--- config.mk ---
export PLATFORM = sky130hd
export DESIGN_NAME = wdbc_top
export DESIGN_NICKNAME = d
export VERILOG_FILES = /design/src/rtl/wdbc_pkg.sv /design/src/rtl/wdbc_latch.sv /design/src/rtl/wdbc_top.sv
export VERILOG_INCLUDE_DIRS = /design/src /design/src/rtl
export SDC_FILE = /design/constraint.sdc
export NUM_CORES = 1
export LEC_CHECK = 0
export BUFFER_PORTS_ARGS = -buffer_cell sky130_fd_sc_hd__buf_2
export CAP_MARGIN = 10
export CORE_UTILIZATION = 52
export CTS_CLUSTER_DIAMETER = 80
export DETAILED_ROUTE_END_ITERATION = 6
export PLACE_DENSITY_LB_ADDON = 0.25
export REMOVE_ABC_BUFFERS = 1
export SYNTH_ARGS = -nofsm -noshare
export SYNTH_HDL_FRONTEND = slang
export SYNTH_SLANG_ARGS = --single-unit
export TNS_END_PERCENT = 5
--- constraint.sdc ---
create_clock -name I_REF_CLK -period 2.65 [get_ports I_REF_CLK]
set_input_delay 0.265 -clock I_REF_CLK [delete_from_list [all_inputs] [get_ports I_REF_CLK]]
set_output_delay 0.265 -clock I_REF_CLK [all_outputs]
set_load 0.1 [all_outputs]
--- src/rtl/wdbc_regs.svh ---
`ifndef WDBC_REGS_SVH
`define WDBC_REGS_SVH

`define WDBC_ADDR_W 8
`define WDBC_OFS_FX 8'h36
`define WDBC_OFS_XS_LO 8'h38
`define WDBC_OFS_XS_HI 8'h3A
`define WDBC_OFS_YS_LO 8'h3C
`define WDBC_OFS_YS_HI 8'h3E
`define WDBC_OFS_XE_LO 8'h40
`define WDBC_OFS_XE_HI 8'h42
`define WDBC_OFS_YE_LO 8'h44
`define WDBC_OFS_YE_HI 8'h46
`define WDBC_BIT_TYPE 7
`define WDBC_BIT_DBEN 6
`define WDBC_FX_RW_MASK 8'hC0
`define WDBC_HI_MASK 8'h03
`define WDBC_RST_BYTE 8'h00

`endif

--- src/rtl/wdbc_pkg.sv ---
package wdbc_pkg;
    typedef struct packed {
        logic [9:0] x_start;
        logic [9:0] y_start;
        logic [9:0] x_end;
        logic [9:0] y_end;
    } wdbc_win_t;

    typedef enum logic [1:0] {
        WDBC_MODE_SINGLE,
        WDBC_MODE_SINGLE_PROT,
        WDBC_MODE_RESERVED,
        WDBC_MODE_DOUBLE
    } wdbc_mode_t;
endpackage

--- src/rtl/wdbc_latch.sv ---
`timescale 1ns/1ps
module wdbc_latch (
    // clock and reset
    input wire logic i_clk,
    input wire logic i_rst_n,
    // capture control
    input wire logic i_capture,
    input wire wdbc_pkg::wdbc_win_t i_win,
    // captured window
    output wdbc_pkg::wdbc_win_t o_win,
    output logic o_valid
);
    wdbc_pkg::wdbc_win_t win_q, win_d;
    logic valid_q, valid_d;

    always_comb begin
        win_d = win_q;
        valid_d = valid_q;
        if (i_capture) begin
            win_d = i_win;
            valid_d = 1'b1;
        end
    end

    always_ff @(posedge i_clk or negedge i_rst_n) begin
        if (!i_rst_n) begin
            win_q <= '0;
            valid_q <= 1'b0;
        end else begin
            win_q <= win_d;
            valid_q <= valid_d;
        end
    end

    assign o_win = win_q;
    assign o_valid = valid_q;
endmodule

--- src/rtl/wdbc_top.sv ---
// Behaviour
// both bits clear: single buffer, none anywhere
// type clear, enable set: protect old window
// both set: host data is double buffered
// enable bit switches double buffer architecture
// host enables only if half buffer fits
// host sets bits before writing window (the testbench writes the window first, then the effects bits)
// coordinates captured for display pipe use
// host keeps coordinates fixed while enabled
// only one double buffered window exists
// host never writes reserved effect bits
// Y end is last window row
// Y end from high two, low eight bits
// host programs pre-resize coordinates
// other coordinates split low byte, two-bit high
//
// Local design decision: the strobed register port.
`timescale 1ns/1ps
`include "wdbc_regs.svh"
module wdbc_top (
    // clock and reset
    input wire logic I_REF_CLK,
    input wire logic I_RST_N,
    // register port
    input wire logic [7:0] I_ADDR,
    input wire logic [7:0] I_WDATA,
    input wire logic I_WR,
    input wire logic I_RD,
    output logic [7:0] O_RDATA,
    // window of the current host writes
    output logic [39:0] O_HOST_WIN,
    output logic O_HOST_DOUBLE,
    // double buffered window for the display pipe
    output logic [39:0] O_DB_WIN,
    output logic O_DB_ACTIVE,
    output logic O_RESERVED_MODE
);
    logic [7:0] fx_q, fx_d;
    logic [7:0] xs_lo_q, xs_lo_d, xs_hi_q, xs_hi_d;
    logic [7:0] ys_lo_q, ys_lo_d, ys_hi_q, ys_hi_d;
    logic [7:0] xe_lo_q, xe_lo_d, xe_hi_q, xe_hi_d;
    logic [7:0] ye_lo_q, ye_lo_d, ye_hi_q, ye_hi_d;
    logic [7:0] rdata_q, rdata_d;
    logic [39:0] host_win_q, host_win_d;
    logic host_dbl_q, host_dbl_d;
    logic [39:0] db_win_q, db_win_d;
    logic db_act_q, db_act_d;
    logic rsv_q, rsv_d;
    wdbc_pkg::wdbc_win_t live_win, held_win;
    wdbc_pkg::wdbc_mode_t mode;
    logic capture, held_valid;

    // coordinates referenced to top left of displayed image
    always_comb begin
        live_win.x_start = {xs_hi_q[1:0], xs_lo_q};
        live_win.y_start = {ys_hi_q[1:0], ys_lo_q};
        live_win.x_end = {xe_hi_q[1:0], xe_lo_q};
        live_win.y_end = {ye_hi_q[1:0], ye_lo_q};
    end

    always_comb begin
        mode = wdbc_pkg::wdbc_mode_t'({fx_q[`WDBC_BIT_TYPE], fx_q[`WDBC_BIT_DBEN]});
    end

    // register file
    always_comb begin
        fx_d = fx_q;
        xs_lo_d = xs_lo_q;
        xs_hi_d = xs_hi_q;
        ys_lo_d = ys_lo_q;
        ys_hi_d = ys_hi_q;
        xe_lo_d = xe_lo_q;
        xe_hi_d = xe_hi_q;
        ye_lo_d = ye_lo_q;
        ye_hi_d = ye_hi_q;
        if (I_WR) begin
            unique case (I_ADDR)
                // reserved bits 1-0 and n/a bits are not stored
                `WDBC_OFS_FX: fx_d = I_WDATA & `WDBC_FX_RW_MASK;
                `WDBC_OFS_XS_LO: xs_lo_d = I_WDATA;
                `WDBC_OFS_XS_HI: xs_hi_d = I_WDATA & `WDBC_HI_MASK;
                `WDBC_OFS_YS_LO: ys_lo_d = I_WDATA;
                `WDBC_OFS_YS_HI: ys_hi_d = I_WDATA & `WDBC_HI_MASK;
                `WDBC_OFS_XE_LO: xe_lo_d = I_WDATA;
                `WDBC_OFS_XE_HI: xe_hi_d = I_WDATA & `WDBC_HI_MASK;
                `WDBC_OFS_YE_LO: ye_lo_d = I_WDATA;
                `WDBC_OFS_YE_HI: ye_hi_d = I_WDATA & `WDBC_HI_MASK;
                default: ;
            endcase
        end
    end

    always_comb begin
        rdata_d = 8'h00;
        if (I_RD) begin
            unique case (I_ADDR)
                `WDBC_OFS_FX: rdata_d = fx_q;
                `WDBC_OFS_XS_LO: rdata_d = xs_lo_q;
                `WDBC_OFS_XS_HI: rdata_d = xs_hi_q;
                `WDBC_OFS_YS_LO: rdata_d = ys_lo_q;
                `WDBC_OFS_YS_HI: rdata_d = ys_hi_q;
                `WDBC_OFS_XE_LO: rdata_d = xe_lo_q;
                `WDBC_OFS_XE_HI: rdata_d = xe_hi_q;
                `WDBC_OFS_YE_LO: rdata_d = ye_lo_q;
                `WDBC_OFS_YE_HI: rdata_d = ye_hi_q;
                default: rdata_d = 8'h00;
            endcase
        end
    end

    // only a double-mode window is latched; one holder means one window
    assign capture = (mode == wdbc_pkg::WDBC_MODE_DOUBLE);

    wdbc_latch u_latch (
        .i_clk(I_REF_CLK),
        .i_rst_n(I_RST_N),
        .i_capture(capture),
        .i_win(live_win),
        .o_win(held_win),
        .o_valid(held_valid)
    );

    // outputs registered one cycle after the configuration, O_DB_WIN two cycles through the latch
    always_comb begin
        host_win_d = live_win;
        host_dbl_d = (mode == wdbc_pkg::WDBC_MODE_DOUBLE);
        rsv_d = (mode == wdbc_pkg::WDBC_MODE_RESERVED);
        db_win_d = db_win_q;
        db_act_d = 1'b0;
        unique case (mode)
            wdbc_pkg::WDBC_MODE_SINGLE: begin
                db_act_d = 1'b0;
            end
            wdbc_pkg::WDBC_MODE_SINGLE_PROT: begin
                db_act_d = held_valid;
                db_win_d = held_win;
            end
            wdbc_pkg::WDBC_MODE_DOUBLE: begin
                db_act_d = 1'b1;
                db_win_d = held_win;
            end
            // reserved combination: treated as no double buffering
            wdbc_pkg::WDBC_MODE_RESERVED: begin
                db_act_d = 1'b0;
            end
        endcase
    end

    always_ff @(posedge I_REF_CLK or negedge I_RST_N) begin
        if (!I_RST_N) begin
            fx_q <= `WDBC_RST_BYTE;
            xs_lo_q <= `WDBC_RST_BYTE;
            xs_hi_q <= `WDBC_RST_BYTE;
            ys_lo_q <= `WDBC_RST_BYTE;
            ys_hi_q <= `WDBC_RST_BYTE;
            xe_lo_q <= `WDBC_RST_BYTE;
            xe_hi_q <= `WDBC_RST_BYTE;
            ye_lo_q <= `WDBC_RST_BYTE;
            ye_hi_q <= `WDBC_RST_BYTE;
            rdata_q <= 8'h00;
            host_win_q <= '0;
            host_dbl_q <= 1'b0;
            db_win_q <= '0;
            db_act_q <= 1'b0;
            rsv_q <= 1'b0;
        end else begin
            fx_q <= fx_d;
            xs_lo_q <= xs_lo_d;
            xs_hi_q <= xs_hi_d;
            ys_lo_q <= ys_lo_d;
            ys_hi_q <= ys_hi_d;
            xe_lo_q <= xe_lo_d;
            xe_hi_q <= xe_hi_d;
            ye_lo_q <= ye_lo_d;
            ye_hi_q <= ye_hi_d;
            rdata_q <= rdata_d;
            host_win_q <= host_win_d;
            host_dbl_q <= host_dbl_d;
            db_win_q <= db_win_d;
            db_act_q <= db_act_d;
            rsv_q <= rsv_d;
        end
    end

    assign O_RDATA = rdata_q;
    assign O_HOST_WIN = host_win_q;
    assign O_HOST_DOUBLE = host_dbl_q;
    assign O_DB_WIN = db_win_q;
    assign O_DB_ACTIVE = db_act_q;
    assign O_RESERVED_MODE = rsv_q;
endmodule

==> results.md, run 1 <==
* Worst setup path startpoint: I_ADDR[4]
* Share of post-route cells with drive strength above 1 at 54.0%
* CTS H-Tree Depth at 4
* DP HPWL at between 8000 and 9000 um
* MaxCap Viol Count at 0
* Layout Nets at 535
* Reg clk slew, reported paths at ~0.060 ns
* Warnings from Yosys at 0
* Synth Area in Adders at 0%
* Post-synthesis cell type count at 32
* Dominant synthesized flop cell: dfrtp_1
* Final period util at between 60% and 70%
* Commonest non-fill, non-tap cell in the layout: dfrtp_1
* CP max-delay cell: or4b_1
* Yosys reg bits at 174
* Residual DRC count at 0
* Switching share of power at a little under a quarter
* Resize count post-CTS at 0
* Worst hold-check path type: input pin to flop
* Crit end category: flop
* Sequential fraction of design power at 47.1%
* Syn avg cell area at 16.3 sq um
* DR iter-0 viols at 145
* RSZ-0062 raised after global routing: no
* Register area share after synthesis at 68.2%
* Ys async rst share at 100%
* CP delay by family, top: simple AND/OR/NAND/NOR gates
* Ports at 111
* Simple-Gate Fraction of Synth Area at around 5.2%
* Core Region at 0.0120 sq mm
* Area of placed instances at 0.00716 sq mm
* Post-synthesis mux area share at 22.5%
* Post-Syn Area at 0.00639 sq mm
* Synth top area share at 68.2%
* Vias per std cell at 5.44
* Hold-fix buffers at CTS at 1
* Cells after Synth at around 400
* # Post-CTS Setup Buffers at 0
* Die area at 0.0127 sq mm
* All-layer global routing usage at 21.4%
* WP buf/inv at 1
* Xor and xnor area share after synthesis at 0%
* Min-delay src: I_WDATA[3]
* VDD IR-drop max at 445 uV
* Max Slew Vio Count at 0
* Initial core utilization at a little over half
* Antenna-violating nets left at 0
* Core Rows at 40
* Initial antenna violation count at 0
* Worst Max-Slew Pin Slew at ~0.75 ns
* First-pass GRT wire length at roughly 21000 um
* IO buf count at 110
* Pre-Repair DR Iteration Count at 4
* Largest area contributor in the netlist: dfrtp_1
* Die Y at 113 um
* Filler cells at 897
* Routed vias at 3663
* Dpl ws at between 0.4 and 0.5 ns
* Diode count at 0
* Largest net degree at the start of global routing at 82
* Cells along the critical path: buf_2 > or4b_1 > nor2_8 > and4_1 > mux2_2
* CTS Buf Count at 17
* Critical path's largest stage delay at between 0.8 and 0.9 ns
* Setup Skew at 0.00694 ns
* Compound-Gate Fraction of Synth Area at 2.78%
* Comb pwr share at between 7 and 8%
* Rel. slew slack at between 40% and 50%
* Final setup viols at 0
* Die Width at 113 um
* Design Power at between 5 and 6 mW
* Post-synth EDFFs at 0
* Setup TNS at 0 ns
* Main combinational cell family by area after synthesis: multiplexers
* Crit path max fanout at 10
* Final Hold Viols at 0
* WP data required at 2.94 ns
* Critical path arrival at 2.04 ns
* PnR worst setup slack at 0.900 ns
* Max Freq at 571 MHz
* Final Instance Area at slightly below 0.008 sq mm
* Routed WL at 12600 um
* WL per Instance at 18.8 um
* Status: complete, no violations
* Most frequent cells in the layout: dfrtp_1, mux2_2, buf_2
* Finished Core Util at 65.1%
* Cell Pwr Density at 754 mW/mm^2
* P_int at about 4.5 mW
* Worst R2R Start: fx_q[6]
* CTS root buf: clkbuf_16
* Startpoint Class: input pin
* Vias in the first global route at roughly 3900
* Clock Power Share at 45.5%
* Clock Latency Late Sink at 0.41 ns
* P_sw at 1.37 mW
* Grt ovf at 0
* Clk buf depth at 2
* TritonCTS Sinks at 174
* RePlAce Congestion at between 0.7 and 0.8
* Post-layout min period at 1.75 ns
* Leak at 4.25 nW
* CTS tree: yes
* Critical path class: input pin to flop
* Layout area overhead at 22.4%
* Synth area leaders: dfrtp_1, mux2_2, a22oi_1, nor3b_1, and3_1
==> power by group through the flow <==
stage	Clock (mW)	Sequential [mW]	Combinational (mW)
final	2.68	2.77	0.440
after detailed placement	0	2.82	0.442
after global placement	0	2.82	0.437
after global routing	2.85	2.78	0.464
after CTS	2.72	2.78	0.445
after floorplan	0	3.03	0.0634
==> routing by layer <==
layer / vias up / GRT usage (%) / part of all wire, %
met5: - / 0 / 0
met4: 0 / 8.80 / 2.0
met3: 24 / 5.36 / 4.6
met2: 108 / 33.7 / 48
met1: 1875 / 28.8 / 45
li1: 1656 / - / -
==> sequential cells by signal (all words and copies together) (netlist names) <==
signal           count
O_DB_WIN            40
O_HOST_WIN          40
u_latch.o_win       40
O_RDATA              8
xe_lo_q              8
xs_lo_q              8
ye_lo_q              8
ys_lo_q              8
fx_q                 2
xe_hi_q              2
xs_hi_q              2
ye_hi_q              2
ys_hi_q              2
O_DB_ACTIVE          1
O_HOST_DOUBLE        1
O_RESERVED_MODE      1
u_latch.o_valid      1
==> logic make-up after synthesis <==
group / Yosys count
mux: 126
buf+inv: 19
flops: 174
compound gates: 29
simple gates: 43
==> worst register-to-register path, cell delays in order (launching register included) <==
cell	delay, ns
dfrtp_2	0.75
buf_4	0.43
a32o_1	0.18
a22oi_1	0.08
a21oi_1	0.19
==> stage by stage <==
step,instances,hold WS (ns)
final,673,0.133
after detailed placement,642,0.362
after CTS,673,0.122
after global routing,673,0.131
after global placement,642,0.351
after floorplan,374,-0.0306
==> synth_stat cells, types with 2 or more instances <==
library cell	instances
a21oi_1	8
a22oi_1	8
a32o_1	2
and3_1	8
and4bb_2	2
buf_1	9
buf_2	3
clkbuf_1	4
dfrtp_1	174
inv_1	2
mux2_2	122
mux2i_1	2
mux4_2	2
nand2_1	2
nand3_1	7
nand3_4	2
nor2_1	3
nor2b_1	3
nor3b_1	7
o21ai_0	9
==> path summary, 6_finish.rpt <==
check / end / slack [ns] / cells past startpoint
worst max-delay path: xe_hi_q[0] / 0.90 / 5
min in group asynchronous: O_HOST_WIN[32] / 0.45 / 2
worst min register to register: O_HOST_WIN[27] / 0.42 / 0
worst min-delay path: xs_lo_q[3] / 0.13 / 2
max in group asynchronous: O_DB_WIN[27] / 1.46 / 3
worst max register to register: O_RDATA[6] / 0.93 / 4
==> cell type report <==
cell class,count,area (sq um),area share [%]
clock inverters,10,188,2.40
clock buffers,20,457,5.84
well taps,147,184,2.35
inverters,2,7.51,0.0960
repair buffers,122,674,8.63
flip-flops and latches,174,4360,55.7
multi-input cells,198,1950,25.0
Note: power is estimated with default switching activity, not from simulation.
==> inputs of run 2 (changes only) <==
- clock period: 2.65 -> 1.65 ns (I/O delays scaled with it)
==> run 2 against run 1 <==
Design area rose by 0.86%. Sequential share of layout area decreased by 0.48 points. Register-to-register slack lost 0.59 ns. Via count increased by 0.41%. Clock power grew 41%. Clock-buffer cell count is 4 higher. Clock skew is 0.0015 ns higher. Total power up 52%. Sequential cell count unchanged. Sequential power is 61% higher. Die area unchanged. Routed wire length down 2.4%. Critical endpoint is now xe_hi_q[1].
==> results.md, run 2 (synthesis gave the netlist of run 1 again) <==
* Status: complete, no violations
* Resize count post-CTS at 0
* # Post-CTS Setup Buffers at 0
* Startpoint Class: input pin
* Design Power at 8.97 mW
* Ports at 111
* Final setup viols at 0
* Worst r2r path cells at 3
* Layout area overhead at 23.5%
* Hold-fix buffers at CTS at 1
* Dpl cells at 659
* Vias in the first global route at roughly 3800
* Comb pwr share at 8.2%
* Cell Pwr Density at 1140 mW/mm^2
* Final Hold Viols at 0
* Critical path class: input pin to flop
* Initial core utilization at 53.2%
* Residual DRC count at 0
* Worst Max-Slew Pin Slew at about 0.49 ns
* WP data required at 1.96 ns
* Leak at 4.30 nW
* Core Region at 0.0120 sq mm
* First-pass GRT wire length at ~20000 um
* CTS root buf: clkbuf_16
* RePlAce Congestion at slightly above 0.8
* MaxCap Viol Count at 0
* Die Width at 113 um
* Max Freq at 709 MHz
* Reg clk slew, reported paths at 0.06 ns
* CTS H-Tree Depth at 4
* Grt ovf at 0
* Antenna-violating nets left at 0
* Routed vias at 3678
* P_int at approximately 6.8 mW
* TritonCTS Sinks at 174
* Sequential fraction of design power at 49.5%
* IO buf count at 110
* Critical path arrival at 1.72 ns
* Post-layout min period at 1.41 ns
* All-layer global routing usage at 21.5%
* Share of post-route cells with drive strength above 1 at a little over half
* Crit path max fanout at 5
* Die area at 0.0127 sq mm
* Layout Nets at between 500 and 600
* Clock Power Share at a little over two fifths
* Max Slew Vio Count at 0
* Non-Filler Instances at 691
* Largest net degree at the start of global routing at 57
* Worst R2R Start: ys_lo_q[1]
* Setup Skew at 0.00844 ns
* Pre-Repair DR Iteration Count at 4
* Vias per std cell at 5.32
* Reg2Reg Setup Slack at roughly 0.34 ns
* Most frequent cells in the layout: dfrtp_1, mux2_2, buf_2
* Diode count at 0
* DP HPWL at 8470 um
* Reg-to-reg endpoint: O_RDATA[1]
* Die Y at about 110 um
* CTS Buf Count at 17
* Core Rows at 40
* Routed WL at 12300 um
* DR iter-0 viols at 138
* WL per Instance at roughly 18 um
* Switching share of power at 24.0%
* Crit path capture: xe_hi_q[1]
* Rel. slew slack at 67.3%
* Initial antenna violation count at 0
* VDD IR-drop max at just over 700 uV
* Worst hold-check path type: input pin to flop
* Worst setup path startpoint: I_ADDR[4]
* Clk buf depth at 2
* Commonest non-fill, non-tap cell in the layout: dfrtp_1
* CTS tree: yes
* Final period util at 85.5%
* RSZ-0062 raised after global routing: no
* Crit end category: flop
* Clock Latency Late Sink at roughly 0.43 ns
* P_sw at roughly 2.2 mW
run 2: cell types whose count changed in the layout (fill, tap and decap cells not counted):
cell | before | now
bufinv_16 | 5 | 2
clkinv_2 | 1 | 4
clkinv_4 | 2 | 0
clkbuf_1 | 1 | 5
clkinvlp_4 | 2 | 1
buf_4 | 9 | 24
buf_12 | 2 | 4
run 2: final cells by class:
| cell class | instances | area, sq um |
|---|---|---|
| fill | 866 | 4130 |
| tap | 147 | 184 |
| timing repair buffer | 139 | 827 |
| clock buffer | 24 | 472 |
| multi-input combinational | 198 | 1950 |
| sequential | 174 | 4360 |
| clock inverter | 7 | 87.6 |
| inverter | 2 | 7.51 |
run 2: routing by layer:
layer  global-route usage, %  vias up  routed length, um  part of all wire [%]
li1                        -     1688                  -                     -
met1                    29.0     1870               5620                    46
met2                    32.6       92               5940                    48
met3                    5.52       28                500                   4.0
met4                    10.7        0                287                   2.3
met5                       0        -                  0                     0
run 2: how the worst min path moves through the flow:
stage | startpoint | endpoint | slack, ns | cells after the start
after floorplan | I_RST_N | O_DB_ACTIVE | -0.13 | 0
after global placement | I_RST_N | O_HOST_DOUBLE | 0.13 | 1
after detailed placement | I_RST_N | O_HOST_DOUBLE | 0.13 | 1
after CTS | I_WDATA[5] | xe_lo_q[5] | 0.006 | 2
after global routing | I_WDATA[4] | xs_lo_q[4] | 0.03 | 2
final | I_WDATA[5] | xe_lo_q[5] | 0.01 | 2
run 2: stage by stage:
step / utilization [%] / hold slack, ns / instance area [sq um] / worst slack [ns] / TNS [ns]
finish: 65.7 / 0.0143 / 7890 / 0.239 / 0
global route: 65.7 / 0.0253 / 7890 / 0.208 / 0
CTS: 65.7 / 0.00565 / 7890 / 0.230 / 0
detailed placement: 60.9 / 0.135 / 7320 / -0.205 / -2.78
global placement: 60.9 / 0.129 / 7320 / -0.170 / -2.47
floorplan: - / -0.131 / 6310 / -1.28 / -55.61
run 2: power by group through the flow:
stage,sequential [mW],combinational (mW),clock [mW]
finish,4.45,0.734,3.79
global route,4.46,0.774,4.05
CTS,4.44,0.744,3.89
detailed placement,4.52,0.740,0
global placement,4.52,0.731,0
floorplan,4.87,0.102,0
run 2: critical path, stage by stage:
cell and delay (ns):
buf_2 0.10, or4b_1 0.55, buf_4 0.20, nor2_8 0.13, and4_1 0.24, mux2_2 0.35
